## src/common/rca_pkg.sv

```systemverilog
/*
  rca_pkg: shared constants and types for the calendar and first-alarm
  register block: register indices, field positions and masks, reset
  values, bcd limits, apb carrier structs and the block state struct.
  assumes: the apb slave decodes word addresses (byte address = 4*index).
*/
package rca_pkg;

  // ==========================================================================
  // register indices (byte address is four times the index)
  // ==========================================================================
  localparam logic [9:0] RCA_IDX_IRQ_STATUS   = 10'h001;
  localparam logic [9:0] RCA_IDX_IRQ_MASK     = 10'h002;
  localparam logic [9:0] RCA_IDX_SECONDS      = 10'h009;
  localparam logic [9:0] RCA_IDX_MINUTES      = 10'h00A;
  localparam logic [9:0] RCA_IDX_HOURS        = 10'h00B;
  localparam logic [9:0] RCA_IDX_WEEKDAY      = 10'h00C;
  localparam logic [9:0] RCA_IDX_DATE         = 10'h00D;
  localparam logic [9:0] RCA_IDX_MONTH        = 10'h00E;
  localparam logic [9:0] RCA_IDX_YEAR         = 10'h00F;
  localparam logic [9:0] RCA_IDX_ALM1_SECONDS = 10'h010;
  localparam logic [9:0] RCA_IDX_ALM1_MINUTES = 10'h011;
  localparam logic [9:0] RCA_IDX_ALM1_HOURS   = 10'h012;
  localparam logic [9:0] RCA_IDX_ALM1_DAYDATE = 10'h013;

  // ==========================================================================
  // writable masks of each register, reserved bits read zero
  // ==========================================================================
  localparam logic [7:0] RCA_WMASK_SECONDS = 8'h7F;
  localparam logic [7:0] RCA_WMASK_MINUTES = 8'h7F;
  localparam logic [7:0] RCA_WMASK_HOURS   = 8'h7F;
  localparam logic [7:0] RCA_WMASK_WEEKDAY = 8'h07;
  localparam logic [7:0] RCA_WMASK_DATE    = 8'h3F;
  localparam logic [7:0] RCA_WMASK_MONTH   = 8'h9F;
  localparam logic [7:0] RCA_WMASK_YEAR    = 8'hFF;
  localparam logic [7:0] RCA_WMASK_ALM_HRS = 8'hBF;
  localparam logic [7:0] RCA_WMASK_FULL    = 8'hFF;
  localparam logic [7:0] RCA_WMASK_IRQ     = 8'h03;

  // ==========================================================================
  // field positions and compare masks
  // ==========================================================================
  localparam int RCA_HOUR_FMT_BIT    = 6;
  localparam int RCA_HOUR_PM_BIT     = 5;
  localparam int RCA_CENTURY_BIT     = 7;
  localparam int RCA_ALM_MASK_BIT    = 7;
  localparam int RCA_ALM_WDAY_SEL    = 6;
  localparam int RCA_IRQ_ALARM_BIT   = 0;
  localparam int RCA_IRQ_TICK_BIT    = 1;
  localparam logic [7:0] RCA_CMP_SECMIN = 8'h7F;
  localparam logic [7:0] RCA_CMP_HOURS  = 8'h3F;
  localparam logic [7:0] RCA_CMP_WDAY   = 8'h0F;
  localparam logic [7:0] RCA_CMP_DATE   = 8'h3F;

  // ==========================================================================
  // reset values
  // ==========================================================================
  localparam logic [7:0] RCA_RST_ZERO  = 8'h00;
  localparam logic [7:0] RCA_RST_ONE   = 8'h01;

  // ==========================================================================
  // bcd limits
  // ==========================================================================
  localparam logic [3:0] RCA_BCD_NINE   = 4'h9;
  localparam logic [3:0] RCA_BCD_STEP   = 4'h1;
  localparam logic [7:0] RCA_BCD_SEC_LAST = 8'h59;
  localparam logic [7:0] RCA_BCD_H24_LAST = 8'h23;
  localparam logic [7:0] RCA_BCD_H12_TOP  = 8'h12;
  localparam logic [7:0] RCA_BCD_H12_PRE  = 8'h11;
  localparam logic [7:0] RCA_BCD_WDAY_LAST = 8'h07;
  localparam logic [7:0] RCA_BCD_MON_LAST  = 8'h12;
  localparam logic [7:0] RCA_BCD_YEAR_LAST = 8'h99;
  localparam logic [7:0] RCA_BCD_FEB = 8'h02;
  localparam logic [7:0] RCA_BCD_APR = 8'h04;
  localparam logic [7:0] RCA_BCD_JUN = 8'h06;
  localparam logic [7:0] RCA_BCD_SEP = 8'h09;
  localparam logic [7:0] RCA_BCD_NOV = 8'h11;
  localparam logic [7:0] RCA_BCD_D28 = 8'h28;
  localparam logic [7:0] RCA_BCD_D29 = 8'h29;
  localparam logic [7:0] RCA_BCD_D30 = 8'h30;
  localparam logic [7:0] RCA_BCD_D31 = 8'h31;

  // ==========================================================================
  // carriers
  // ==========================================================================
  typedef struct packed {
    logic        psel;
    logic        penable;
    logic        pwrite;
    logic [11:0] paddr;
    logic [31:0] pwdata;
  } rca_apb_req_t;

  typedef struct packed {
    logic [31:0] prdata;
    logic        pready;
    logic        pslverr;
  } rca_apb_rsp_t;

  typedef struct packed {
    logic [7:0] sec;
    logic [7:0] min;
    logic [7:0] hour;
    logic [7:0] wday;
    logic [7:0] date;
    logic [7:0] month;
    logic [7:0] year;
  } rca_time_t;

  typedef struct packed {
    logic [7:0] sec;
    logic [7:0] min;
    logic [7:0] hours;
    logic [7:0] daydate;
  } rca_alarm_t;

  typedef struct packed {
    rca_time_t    tm;
    rca_alarm_t   alm;
    logic [7:0]   irq_status;
    logic [7:0]   irq_mask;
    logic [2:0]   tick_sync;
    logic         tick_level;
    logic         tick_done;
    rca_apb_rsp_t rsp;
    logic         irq;
  } rca_state_t;

endpackage : rca_pkg

```

## src/design/rca_top.sv

```systemverilog
/*
  rca_top: calendar timekeeping and first-alarm registers behind an apb
  slave, with sticky interrupt status, mask and one level interrupt.
  assumes: sec_tick_pin is an asynchronous one-hertz square wave from the
  timebase; pclk runs at 200 MHz; software writes valid bcd values.
*/
// What this block does
// - minutes are kept as bcd with tens in bits 6:4 and units in bits 3:0.
// - hours bit 6 selects 24-hour counting 0..23 when clear, 1..12 when set.
// - hours bit 5 is the pm flag in 12-hour mode and the twenties digit else.
// - the hour is bcd with its tens digit in bit 4 and units in bits 3:0.
// - the date is bcd with two tens bits 5:4 and four units bits 3:0.
// - month bit 7 is the century flag, clear for 21st and set for 22nd.
// - the month is bcd with one tens bit 4 and four units bits 3:0.
// - the year is two bcd digits, tens in bits 7:4 and units in bits 3:0.
// - alarm one seconds bit 7 masks the seconds out of the comparison.
// - alarm one seconds compare value is bcd in bits 6:4 and 3:0.
// - alarm one minutes bit 7 masks the minutes out of the comparison.
// - alarm one minutes compare value is bcd in bits 6:4 and 3:0.
// - the weekday is three bits 2:0 and resets to one.
// - alarm one day/date bit 6 compares the weekday when set, date if clear.
`timescale 1ns/1ps
module rca_top
  import rca_pkg::*;
(
  // clock and reset
  input  wire logic          pclk,
  input  wire logic          presetn,
  // apb slave
  input  rca_pkg::rca_apb_req_t apb_req,
  output rca_pkg::rca_apb_rsp_t apb_rsp,
  // timebase and interrupt
  input  wire logic          sec_tick_pin,
  output logic               irq
);

  // ==========================================================================
  // state
  // ==========================================================================
  rca_state_t st_reg;
  rca_state_t st_next;
  rca_time_t  tm_stepped;

  // ==========================================================================
  // calendar step
  // ==========================================================================
  rca_cal_inc u_cal_inc (
    .cur (st_reg.tm),
    .nxt (tm_stepped)
  );

  // ==========================================================================
  // register read mux: bit 8 flags a mapped index
  // ==========================================================================
  function automatic logic [8:0] read_reg(input logic [9:0]  idx,
                                          input rca_state_t s);
    case (idx)
      RCA_IDX_IRQ_STATUS:   return {1'b1, s.irq_status};
      RCA_IDX_IRQ_MASK:     return {1'b1, s.irq_mask};
      RCA_IDX_SECONDS:      return {1'b1, s.tm.sec};
      RCA_IDX_MINUTES:      return {1'b1, s.tm.min};
      RCA_IDX_HOURS:        return {1'b1, s.tm.hour};
      RCA_IDX_WEEKDAY:      return {1'b1, s.tm.wday};
      RCA_IDX_DATE:         return {1'b1, s.tm.date};
      RCA_IDX_MONTH:        return {1'b1, s.tm.month};
      RCA_IDX_YEAR:         return {1'b1, s.tm.year};
      RCA_IDX_ALM1_SECONDS: return {1'b1, s.alm.sec};
      RCA_IDX_ALM1_MINUTES: return {1'b1, s.alm.min};
      RCA_IDX_ALM1_HOURS:   return {1'b1, s.alm.hours};
      RCA_IDX_ALM1_DAYDATE: return {1'b1, s.alm.daydate};
      default:              return {1'b0, RCA_RST_ZERO};
    endcase
  endfunction : read_reg

  // ==========================================================================
  // combinational next state
  // ==========================================================================
  logic [9:0] idx;
  logic       addr_ok;
  logic [8:0] rd;
  logic       setup;
  logic       wr_en;
  logic [7:0] wdata;
  logic       tick;
  logic       m_sec;
  logic       m_min;
  logic       m_hrs;
  logic       m_day;
  logic       alarm_hit;
  logic [7:0] irq_set;
  logic [7:0] irq_clr;

  always_comb begin
    st_next = st_reg;

    // ------------------------------------------------------------------
    // apb decode: word aligned, unmapped indices answer with pslverr
    // ------------------------------------------------------------------
    idx     = apb_req.paddr[11:2];
    addr_ok = (apb_req.paddr[1:0] == 2'b00);
    rd      = read_reg(idx, st_reg);
    setup   = apb_req.psel && !apb_req.penable && !st_reg.rsp.pready;
    wr_en   = apb_req.psel && apb_req.penable && st_reg.rsp.pready &&
              apb_req.pwrite && !st_reg.rsp.pslverr;
    wdata   = apb_req.pwdata[7:0];

    // one wait-free answer: pready rises in the first access cycle
    st_next.rsp.pready  = setup;
    st_next.rsp.pslverr = setup && !(addr_ok && rd[8]);
    if (setup) begin
      st_next.rsp.prdata = (addr_ok && !apb_req.pwrite)
                           ? {24'h000000, rd[7:0]} : 32'h00000000;
    end else begin
      st_next.rsp.prdata = 32'h00000000;
    end

    // ------------------------------------------------------------------
    // one-second tick: three flops, level accepted when last two agree
    // ------------------------------------------------------------------
    st_next.tick_sync = {st_reg.tick_sync[1:0], sec_tick_pin};
    tick = 1'b0;
    if (st_reg.tick_sync[1] == st_reg.tick_sync[2]) begin
      st_next.tick_level = st_reg.tick_sync[2];
      tick = st_reg.tick_sync[2] && !st_reg.tick_level;
    end
    st_next.tick_done = tick;

    // ------------------------------------------------------------------
    // timekeeping: tick steps the calendar, a write then overrides
    // ------------------------------------------------------------------
    if (tick) begin
      st_next.tm = tm_stepped;
    end

    if (wr_en) begin
      case (idx)
        RCA_IDX_SECONDS: begin
          st_next.tm.sec = wdata & RCA_WMASK_SECONDS;
        end
        RCA_IDX_MINUTES: begin
          st_next.tm.min = wdata & RCA_WMASK_MINUTES;
        end
        RCA_IDX_HOURS: begin
          st_next.tm.hour = wdata & RCA_WMASK_HOURS;
        end
        RCA_IDX_WEEKDAY: begin
          st_next.tm.wday = wdata & RCA_WMASK_WEEKDAY;
        end
        RCA_IDX_DATE: begin
          st_next.tm.date = wdata & RCA_WMASK_DATE;
        end
        RCA_IDX_MONTH: begin
          st_next.tm.month = wdata & RCA_WMASK_MONTH;
        end
        RCA_IDX_YEAR: begin
          st_next.tm.year = wdata & RCA_WMASK_YEAR;
        end
        RCA_IDX_ALM1_SECONDS: begin
          st_next.alm.sec = wdata & RCA_WMASK_FULL;
        end
        RCA_IDX_ALM1_MINUTES: begin
          st_next.alm.min = wdata & RCA_WMASK_FULL;
        end
        RCA_IDX_ALM1_HOURS: begin
          st_next.alm.hours = wdata & RCA_WMASK_ALM_HRS;
        end
        RCA_IDX_ALM1_DAYDATE: begin
          st_next.alm.daydate = wdata & RCA_WMASK_FULL;
        end
        RCA_IDX_IRQ_MASK: begin
          st_next.irq_mask = wdata & RCA_WMASK_IRQ;
        end
        default: begin
        end
      endcase
    end

    // ------------------------------------------------------------------
    // alarm one compare, judged once on the settled time after a tick
    // ------------------------------------------------------------------
    m_sec = st_reg.alm.sec[RCA_ALM_MASK_BIT] ||
            ((st_reg.alm.sec & RCA_CMP_SECMIN) ==
             (st_reg.tm.sec & RCA_CMP_SECMIN));
    m_min = st_reg.alm.min[RCA_ALM_MASK_BIT] ||
            ((st_reg.alm.min & RCA_CMP_SECMIN) ==
             (st_reg.tm.min & RCA_CMP_SECMIN));
    m_hrs = st_reg.alm.hours[RCA_ALM_MASK_BIT] ||
            ((st_reg.alm.hours & RCA_CMP_HOURS) ==
             (st_reg.tm.hour & RCA_CMP_HOURS));
    if (st_reg.alm.daydate[RCA_ALM_MASK_BIT]) begin
      m_day = 1'b1;
    end else if (st_reg.alm.daydate[RCA_ALM_WDAY_SEL]) begin
      m_day = ((st_reg.alm.daydate & RCA_CMP_WDAY) ==
               (st_reg.tm.wday & RCA_CMP_WDAY));
    end else begin
      m_day = ((st_reg.alm.daydate & RCA_CMP_DATE) ==
               (st_reg.tm.date & RCA_CMP_DATE));
    end
    alarm_hit = st_reg.tick_done && m_sec && m_min && m_hrs && m_day;

    // ------------------------------------------------------------------
    // sticky status: write one to clear, a same-cycle set wins
    // ------------------------------------------------------------------
    irq_set = RCA_RST_ZERO;
    irq_set[RCA_IRQ_ALARM_BIT] = alarm_hit;
    irq_set[RCA_IRQ_TICK_BIT]  = st_reg.tick_done;
    irq_clr = RCA_RST_ZERO;
    if (wr_en && (idx == RCA_IDX_IRQ_STATUS)) begin
      irq_clr = wdata & RCA_WMASK_IRQ;
    end
    st_next.irq_status = (st_reg.irq_status & ~irq_clr) | irq_set;
    st_next.irq = |(st_next.irq_status & st_next.irq_mask);
  end

  // ==========================================================================
  // state register
  // ==========================================================================
  always_ff @(posedge pclk or negedge presetn) begin
    if (!presetn) begin
      st_reg.tm.sec       <= RCA_RST_ZERO;
      st_reg.tm.min       <= RCA_RST_ZERO;
      st_reg.tm.hour      <= RCA_RST_ZERO;
      st_reg.tm.wday      <= RCA_RST_ONE;
      st_reg.tm.date      <= RCA_RST_ONE;
      st_reg.tm.month     <= RCA_RST_ONE;
      st_reg.tm.year      <= RCA_RST_ZERO;
      st_reg.alm.sec      <= RCA_RST_ZERO;
      st_reg.alm.min      <= RCA_RST_ZERO;
      st_reg.alm.hours    <= RCA_RST_ZERO;
      st_reg.alm.daydate  <= RCA_RST_ZERO;
      st_reg.irq_status   <= RCA_RST_ZERO;
      st_reg.irq_mask     <= RCA_RST_ZERO;
      st_reg.tick_sync    <= 3'b000;
      st_reg.tick_level   <= 1'b0;
      st_reg.tick_done    <= 1'b0;
      st_reg.rsp.prdata   <= 32'h00000000;
      st_reg.rsp.pready   <= 1'b0;
      st_reg.rsp.pslverr  <= 1'b0;
      st_reg.irq          <= 1'b0;
    end else begin
      st_reg <= st_next;
    end
  end

  // ==========================================================================
  // outputs straight from flops
  // ==========================================================================
  assign apb_rsp = st_reg.rsp;
  assign irq     = st_reg.irq;

endmodule : rca_top

```

## src/design/rca_cal_inc.sv

```systemverilog
/*
  rca_cal_inc: combinational one-second step of the bcd calendar.
  assumes: the current time holds valid bcd values in range.
*/
`timescale 1ns/1ps
module rca_cal_inc
  import rca_pkg::*;
(
  // current and stepped time
  input  rca_pkg::rca_time_t cur,
  output rca_pkg::rca_time_t nxt
);

  function automatic logic [7:0] bcd_inc(input logic [7:0] v);
    if (v[3:0] == RCA_BCD_NINE) begin
      return {v[7:4] + RCA_BCD_STEP, 4'h0};
    end
    return {v[7:4], v[3:0] + RCA_BCD_STEP};
  endfunction : bcd_inc

  logic       sec_wrap;
  logic       min_wrap;
  logic       day_wrap;
  logic       date_wrap;
  logic       mon_wrap;
  logic       h12_mode;
  logic       leap;
  logic [1:0] year_mod4;
  logic [7:0] h24;
  logic [7:0] h12;
  logic [7:0] mon_bcd;
  logic [7:0] month_days;
  logic [7:0] h24_inc;
  logic [7:0] h12_inc;
  logic [7:0] mon_inc;

  always_comb begin
    nxt = cur;
    // seconds into minutes into hours
    sec_wrap = (cur.sec == RCA_BCD_SEC_LAST);
    min_wrap = sec_wrap && (cur.min == RCA_BCD_SEC_LAST);
    nxt.sec  = sec_wrap ? RCA_RST_ZERO : bcd_inc(cur.sec);
    if (sec_wrap) begin
      nxt.min = (cur.min == RCA_BCD_SEC_LAST) ? RCA_RST_ZERO
                                              : bcd_inc(cur.min);
    end
    h12_mode = cur.hour[RCA_HOUR_FMT_BIT];
    h24      = cur.hour & RCA_CMP_HOURS;
    h12      = {3'b000, cur.hour[4:0]};
    h24_inc  = bcd_inc(h24);
    h12_inc  = bcd_inc(h12);
    day_wrap = 1'b0;
    if (min_wrap) begin
      if (!h12_mode) begin
        day_wrap = (h24 == RCA_BCD_H24_LAST);
        nxt.hour[5:0] = day_wrap ? 6'h00 : h24_inc[5:0];
      end else if (h12 == RCA_BCD_H12_TOP) begin
        nxt.hour[4:0] = RCA_RST_ONE[4:0];
      end else if (h12 == RCA_BCD_H12_PRE) begin
        nxt.hour[4:0] = RCA_BCD_H12_TOP[4:0];
        nxt.hour[RCA_HOUR_PM_BIT] = ~cur.hour[RCA_HOUR_PM_BIT];
        day_wrap = cur.hour[RCA_HOUR_PM_BIT];
      end else begin
        nxt.hour[4:0] = h12_inc[4:0];
      end
    end
    // days of the month, leap years and century
    year_mod4 = {cur.year[4], 1'b0} + cur.year[1:0];
    leap = (year_mod4 == 2'b00) &&
           !((cur.year == RCA_RST_ZERO) && cur.month[RCA_CENTURY_BIT]);
    // month digits only: century and reserved bits dropped
    mon_bcd = cur.month & RCA_WMASK_MONTH & RCA_CMP_DATE;
    mon_inc = bcd_inc(mon_bcd);
    case (mon_bcd)
      RCA_BCD_FEB: month_days = leap ? RCA_BCD_D29 : RCA_BCD_D28;
      RCA_BCD_APR,
      RCA_BCD_JUN,
      RCA_BCD_SEP,
      RCA_BCD_NOV: month_days = RCA_BCD_D30;
      default:     month_days = RCA_BCD_D31;
    endcase
    date_wrap = day_wrap && (cur.date == month_days);
    mon_wrap  = date_wrap && (mon_bcd == RCA_BCD_MON_LAST);
    if (day_wrap) begin
      nxt.wday = (cur.wday == RCA_BCD_WDAY_LAST) ? RCA_RST_ONE
                                                 : bcd_inc(cur.wday);
      nxt.date = date_wrap ? RCA_RST_ONE : bcd_inc(cur.date);
    end
    if (date_wrap) begin
      nxt.month[4:0] = mon_wrap ? RCA_RST_ONE[4:0]
                                : mon_inc[4:0];
    end
    if (mon_wrap) begin
      nxt.year = (cur.year == RCA_BCD_YEAR_LAST) ? RCA_RST_ZERO
                                                 : bcd_inc(cur.year);
      if (cur.year == RCA_BCD_YEAR_LAST) begin
        nxt.month[RCA_CENTURY_BIT] = ~cur.month[RCA_CENTURY_BIT];
      end
    end
  end

endmodule : rca_cal_inc

```

## config.mk

```make
export PLATFORM = sky130hd
export DESIGN_NAME = rca_top
export DESIGN_NICKNAME = d
export VERILOG_FILES = /design/src/common/rca_pkg.sv /design/src/design/rca_top.sv /design/src/design/rca_cal_inc.sv
export SDC_FILE = /design/constraint.sdc
export NUM_CORES = 1
export LEC_CHECK = 0
export BUFFER_PORTS_ARGS = -buffer_cell sky130_fd_sc_hd__buf_4
export CAP_MARGIN = 20
export CORE_ASPECT_RATIO = 0.6
export CORE_UTILIZATION = 54
export CTS_CLUSTER_DIAMETER = 80
export DETAILED_ROUTE_END_ITERATION = 8
export PLACE_DENSITY = 0.77
export SYNTH_ARGS = -nofsm -noshare
export SYNTH_HDL_FRONTEND = slang
export SYNTH_HIERARCHICAL = 1
export SYNTH_SLANG_ARGS = --single-unit
```

## constraint.sdc

```tcl
create_clock -name pclk -period 3.2 [get_ports pclk]
set_input_delay 0.64 -clock pclk [delete_from_list [all_inputs] [get_ports pclk]]
set_output_delay 0.64 -clock pclk [all_outputs]
set_load 0.01 [all_outputs]
```

==> PnR_summary.wiki, run 1 <==
{| class="wikitable"
! Metric !! Value
|-
| Top library cells by usage in the layout, fill and taps aside || sky130_fd_sc_hd__nand2_1, sky130_fd_sc_hd__dfrtp_1, sky130_fd_sc_hd__buf_4, sky130_fd_sc_hd__nor2_1, sky130_fd_sc_hd__mux2i_1
|-
| Tightest Hold Check Type || reg2reg
|-
| FF+latch count, synth || 107
|-
| Critical Path AT || 3390 ps
|-
| Final sum of negative setup slack || 0 ps
|-
| Register-to-register path setup slack || 80 ps
|-
| Number of antenna-violating nets in the routed design || 0
|-
| Growth of design area from synthesis to finish || 10.5%
|-
| Overall power consumption || 0.00403 W
|-
| Leakage dissipation || 3.69 nW
|-
| Cell with the largest stage delay on the worst path || sky130_fd_sc_hd__or4_4
|-
| MaxCap Viol Count || 0
|-
| Die span in x || 156 microns
|-
| Number of buffers added on ports || 36
|-
| Post-Synthesis Mean Instance Area || 8.98 sq um
|-
| Number of standard cells in the final layout excluding fillers || 1081
|-
| Hold violation count in the final report || 0
|-
| Net count of the finished layout || 955
|-
| Crit path required time || 3480 ps
|-
| Core box area || 0.0138 sq mm
|-
| Net Sw Frac || 33.0%
|-
| Number of enable flip-flop cells after synthesis || 0
|-
| WL final || 21.7 mm
|-
| Slew Limit Headroom || 41.2%
|-
| Via count normalized by instance count || 6.17
|-
| Detailed-router iteration count before antenna repair || 5
|-
| Peak VDD IR || 0.000278 V
|-
| Comb pwr share || 28.3%
|-
| Number of clock sinks || 107
|-
| Pin count of the biggest net entering global routing || 64
|-
| Number of library cell types mapped by synthesis || 76
|-
| Diodes inserted || 0
|-
| Hold buffer count at CTS || 0
|-
| Minimum clock period after layout || 3120 ps
|-
| Worst-case clock skew || 10.7 ps
|-
| Int Pwr || 0.00270 W
|-
| Share of layout cells above drive strength 1 || 15.2%
|-
| Cell area after synthesis || 0.00771 sq mm
|-
| Largest delay contributor family on the critical path || simple AND/OR/NAND/NOR gates
|-
| Max reg flops || 93
|-
| Maximum fanout count along the critical path || 4
|-
| Slowest Stage Delay on Critical Path || 580 ps
|-
| Status || completed
|-
| Iteration-0 DRC Markers || 743
|-
| Routed WL per cell || 20.0 microns
|-
| Cell breakdown of the critical path || or2_2, nor3_1, ha_1, o221ai_1, or4_4, or4_4, nor3_2, mux2i_1, mux2i_1, o21ai_1
|-
| Post-synthesis cell count || 858
|-
| Maximum number of buffers from clock root to sink || 2
|-
| Utilization after layout || 61.7%
|-
| Std cell rows || 33
|-
| Via count of the first global-routing pass || 6058
|-
| Clk network pwr share || 31.3%
|-
| Post-synthesis sequential area ratio || 34.8%
|-
| Post-synthesis async set-or-reset flop share || 100%
|-
| F_max || 321 MHz
|-
| Post-detailed-route DRC marker count || 0
|-
| I/O pin count || 85
|-
| Slew at the pin closest to its max-slew limit || 882 ps
|-
| CTS tree || yes
|-
| Post-CTS clock slew at the launch and capture registers of the worst setup and hold paths || 80 ps
|-
| Via count || 6670
|-
| Placed cell count || 1065
|-
| Die area || 0.0148 sq mm
|-
| CP Class || reg2reg
|-
| Number of antenna violations at the first check in global routing || 0
|-
| Number of buffers and inverters on the critical path || 0
|-
| Most frequent standard cell in the layout excluding fill and tap cells || sky130_fd_sc_hd__nand2_1
|-
| Synth Warn # || 6
|-
| Final Max Tran Viols || 0
|-
| Later-pin clock latency in the skew report || 360 ps
|-
| All-Layer GR Usage || 30.8%
|-
| Total congestion overflow after global routing || 0
|-
| Initial core utilization || 55.9%
|-
| Estimated wirelength of the detail-placed design || 15.6 mm
|-
| Post-route clock period utilization || 97.4%
|-
| Setup repair after global routing missed its margin || no
|-
| Commonest register cell after synthesis || sky130_fd_sc_hd__dfrtp_1
|-
| CTS buffer count || 9
|-
| Routability-driven placement congestion ratio || 1.02
|-
| Global-route wire length before repair || 34.1 mm
|-
| Launching element type of the critical path || flop
|-
| Share of total power in sequential cells || 40.4%
|-
| Number of levels in the clock H-tree || 3
|-
| Net switching power || 0.00133 W
|-
| Pwr dens || 473 mW/mm^2
|-
| Root Buffer || sky130_fd_sc_hd__clkbuf_16
|-
| CP endpoint kind || flop
|-
| Die H || 94.5 microns
|-
| Number of setup violations in the final report || 0
|}
## synthesized netlist by cell type (all sizes together) (18+ instances only)
cell type | n | area (sq um)
nand2 | 109 | 412
dfrtp | 104 | 2600
nor2 | 63 | 241
buf | 58 | 404
o21ai | 53 | 265
mux2i | 48 | 480
mux2 | 38 | 428
clkbuf | 35 | 131
a21oi | 33 | 165
xor2 | 26 | 228
a31oi | 25 | 156
inv | 25 | 93.8
nand3 | 24 | 120
ha | 21 | 263
xnor2 | 21 | 184
nor3 | 18 | 116
## final cells by class
cell class	instances	area, sq um
Clock inverter	6	93.8
Clock buffer	10	239
Sequential cell	107	2680
Tap cell	192	240
Timing Repair Buffer	85	663
Multi-Input combinational cell	656	4500
Fill cell	1207	5280
Inverter	25	93.8
## cells by family after synthesis
logic type / count (synthesis) / synth area share, %
other cells: 1 / 0.0487
flops: 107 / 34.8
fa+ha+maj: 22 / 3.54
compound gates: 170 / 14.1
buf+inv: 118 / 8.17
mux: 94 / 14.1
xor+xnor: 47 / 5.34
simple gates: 299 / 19.8
## worst paths after layout
check                                      startpoint               endpoint  depth (start not counted)
worst max-delay path            st_reg[122]$_DFF_PN0_   st_reg[89]$_DFF_PN0_                         10
worst min-delay path            st_next[38]$_DFF_PN0_  st_next[39]$_DFF_PN0_                          0
worst max register to register  st_reg[122]$_DFF_PN0_   st_reg[89]$_DFF_PN0_                         10
worst min register to register  st_next[38]$_DFF_PN0_  st_next[39]$_DFF_PN0_                          0
max in group asynchronous                     presetn  st_reg[128]$_DFF_PN0_                          2
min in group asynchronous                     presetn  st_reg[138]$_DFF_PN0_                          1
## power groups by stage
| stage | logic [W] | registers, W | clock network [W] |
|---|---|---|---|
| final | 0.00114 | 0.00163 | 0.00126 |
| after global routing | 0.00127 | 0.00165 | 0.00132 |
| after CTS | 0.00113 | 0.00162 | 0.00127 |
| after detailed placement | 0.00112 | 0.00165 | 0 |
| after global placement | 0.00109 | 0.00164 | 0 |
| after floorplan | 0.000689 | 0.00168 | 0 |
## routing by layer
layer	share of wire, %	wire length [microns]	track usage, %	vias up
li1	-	-	-	3061
met1	47	10200	48.1	3219
met2	40	8610	42.4	369
met3	13	2710	7.66	21
met4	0.82	177	5.47	0
met5	0	0	0	-
## metrics by stage
| stage | instance area [sq um] | hold slack (ps) | worst slack (ps) |
|---|---|---|---|
| after floorplan | 7790 | 331 | 50.0 |
| after global placement | 8170 | 333 | 108 |
| after detailed placement | 8170 | 349 | 79.0 |
| after CTS | 8500 | 367 | 58.8 |
| after global routing | 8520 | 372 | 6.57 |
| final | 8520 | 363 | 83.3 |
## what timing repair did
action | CTS | global route
endpoints found under the setup margin | 0 | 8
setup buffers | 0 | 0
gates resized for setup | 0 | 3
Note: power is estimated with default switching activity, not from simulation.
==> run 2, diff against run 1 <==
PLACE_DENSITY = 0.87   (was 0.77)
RECOVER_POWER = 100   (was not set)
SLEW_MARGIN = 20   (was not set)
==> run 2 against run 1 <==
Net effect: clock skew is 0.58 ps lower; clock power is 9.5% lower; combinational power hardly changed; largest power group unchanged; highest routed layer unchanged.
==> PnR_summary.wiki, run 2 (synthesized netlist as in run 1, its figures left out) <==
{| class="wikitable"
! Metric !! Value
|-
| Pwr dens || 468 mW/mm^2
|-
| Final Max Tran Viols || 0
|-
| Slew at the pin closest to its max-slew limit || 1400 ps
|-
| Top library cells by usage in the layout, fill and taps aside || sky130_fd_sc_hd__nand2_1, sky130_fd_sc_hd__dfrtp_1, sky130_fd_sc_hd__buf_4, sky130_fd_sc_hd__nor2_1, sky130_fd_sc_hd__mux2i_1
|-
| Smallest setup slack after layout || 191 ps
|-
| Max reg flops || 93
|-
| Cell breakdown of the critical path || inv_1, ha_1, nor4bb_2, a311oi_2, o311a_1, or4_4, or4_1, nand2_1, mux2i_1, o21ai_1
|-
| Overall power consumption || 0.00392 W
|-
| Via count normalized by instance count || 6.29
|-
| Share of layout cells above drive strength 1 || 13.0%
|-
| Placed cell count || 1066
|-
| Post-detailed-route DRC marker count || 0
|-
| Diodes inserted || 0
|-
| MaxCap Viol Count || 0
|-
| Number of antenna-violating nets in the routed design || 0
|-
| Register-to-register path setup slack || 190 ps
|-
| Number of antenna violations at the first check in global routing || 0
|-
| Cell with the largest stage delay on the worst path || sky130_fd_sc_hd__or4_4
|-
| WL final || 21.8 mm
|-
| Setup Fix Bufs, Post-CTS || 0
|-
| Iteration-0 DRC Markers || 905
|-
| Peak VDD IR || 0.000311 V
|-
| Estimated wirelength of the detail-placed design || 15.7 mm
|-
| Worst-case clock skew || 10.1 ps
|-
| Net count of the finished layout || 956
|-
| Root Buffer || sky130_fd_sc_hd__clkbuf_16
|-
| Routed WL per cell || 20.2 microns
|-
| Status || completed
|-
| Later-pin clock latency in the skew report || 360 ps
|-
| Number of buffers added on ports || 36
|-
| Die H || 94.5 microns
|-
| Number of setup violations in the final report || 0
|-
| Post-CTS clock slew at the launch and capture registers of the worst setup and hold paths || 80 ps
|-
| Routability-driven placement congestion ratio || 1.04
|-
| Slew Limit Headroom || 6.49%
|-
| CP endpoint kind || flop
|-
| All-Layer GR Usage || 30.7%
|-
| Leakage dissipation || 3.60 nW
|-
| Growth of design area from synthesis to finish || 8.62%
|-
| Die area || 0.0148 sq mm
|-
| Most frequent standard cell in the layout excluding fill and tap cells || sky130_fd_sc_hd__nand2_1
|-
| Setup repair after global routing missed its margin || no
|-
| Post-placement worst setup slack || 80.4 ps
|-
| Total congestion overflow after global routing || 0
|-
| F_max || 332 MHz
|-
| Filler Cell Count || 1170
|-
| Hold buffer count at CTS || 0
|-
| Global-route wire length before repair || 34.0 mm
|-
| Largest delay contributor family on the critical path || simple AND/OR/NAND/NOR gates
|-
| Cts repair resizes || 0
|-
| Via count of the first global-routing pass || 6224
|-
| Maximum fanout count along the critical path || 4
|-
| Detailed-router iteration count before antenna repair || 6
|-
| Number of buffers and inverters on the critical path || 1
|-
| Tightest Hold Check Type || reg2reg
|-
| Core box area || 0.0138 sq mm
|-
| Pin count of the biggest net entering global routing || 55
|-
| Die span in x || 156 microns
|-
| Cell area after layout || 0.00837 sq mm
|-
| Crit path required time || 3490 ps
|-
| Post-route clock period utilization || 94.0%
|-
| Hold violation count in the final report || 0
|-
| CP Class || reg2reg
|-
| CTS buffer count || 9
|-
| CTS tree || yes
|-
| Number of standard cells in the final layout excluding fillers || 1082
|-
| Post-placement cell area || 0.00817 sq mm
|-
| Initial core utilization || 55.9%
|-
| Launching element type of the critical path || flop
|-
| I/O pin count || 85
|-
| Minimum clock period after layout || 3010 ps
|-
| Maximum number of buffers from clock root to sink || 2
|-
| Via count || 6802
|-
| Final sum of negative setup slack || 0 ps
|-
| Number of levels in the clock H-tree || 3
|-
| Number of clock sinks || 107
|-
| Slowest Stage Delay on Critical Path || 560 ps
|-
| Critical Path AT || 3300 ps
|-
| Std cell rows || 33
|}
[run 2: cell count changes in the layout (fill, tap and decap cells not counted), moves of 3 or more]
| cell | change |
|---|---|
| sky130_fd_sc_hd__clkbuf_2 | +3 |
| sky130_fd_sc_hd__clkbuf_1 | +16 |
| sky130_fd_sc_hd__buf_4 | -16 |
| sky130_fd_sc_hd__o21ai_0 | +11 |
| sky130_fd_sc_hd__o21ai_1 | -11 |
[run 2: power by group]
group	internal [W]	switching (W)	total, W
combinational	0.000505	0.000651	0.00116
clock	0.000613	0.000527	0.00114
sequential	0.00148	0.000138	0.00162
total	0.00260	0.00132	0.00392
[run 2: path summary, 6_finish.rpt]
| path | from | endpoint | cells after the start |
|---|---|---|---|
| hold / removal | st_next[38]$_DFF_PN0_ | st_next[39]$_DFF_PN0_ | 0 |
| setup reg to reg | st_reg[89]$_DFF_PN0_ | st_reg[94]$_DFF_PN0_ | 10 |
| max in group asynchronous | presetn | st_reg[104]$_DFF_PN1_ | 2 |
| hold reg to reg | st_next[38]$_DFF_PN0_ | st_next[39]$_DFF_PN0_ | 0 |
| setup / recovery | st_reg[89]$_DFF_PN0_ | st_reg[94]$_DFF_PN0_ | 10 |
| min in group asynchronous | presetn | apb_rsp[4]$_DFF_PN0_ | 1 |
[run 2: stage by stage]
step	hold WS, ps	utilization (%)
detailed placement	350	59.3
global route	365	60.7
global placement	332	59.3
finish	357	60.7
CTS	365	61.4
floorplan	331	-
[run 2: per-layer routing]
metal / wire, microns / vias up / global-route usage [%]
li1: - / 3052 / -
met1: 9740 / 3243 / 45.3
met2: 8640 / 432 / 43.0
met3: 2860 / 75 / 8.99
met4: 595 / 0 / 8.42
met5: 0 / - / 0
[run 2: area by class of cell]
type | count | area (sq um) | share of cell area, %
clock buffer | 11 | 233 | 2.78
timing repair buffer | 86 | 598 | 7.14
sequential | 107 | 2680 | 32.0
clock inverter | 5 | 62.6 | 0.747
tap | 192 | 240 | 2.87
multi-input combinational | 656 | 4460 | 53.3
inverter | 25 | 93.8 | 1.12
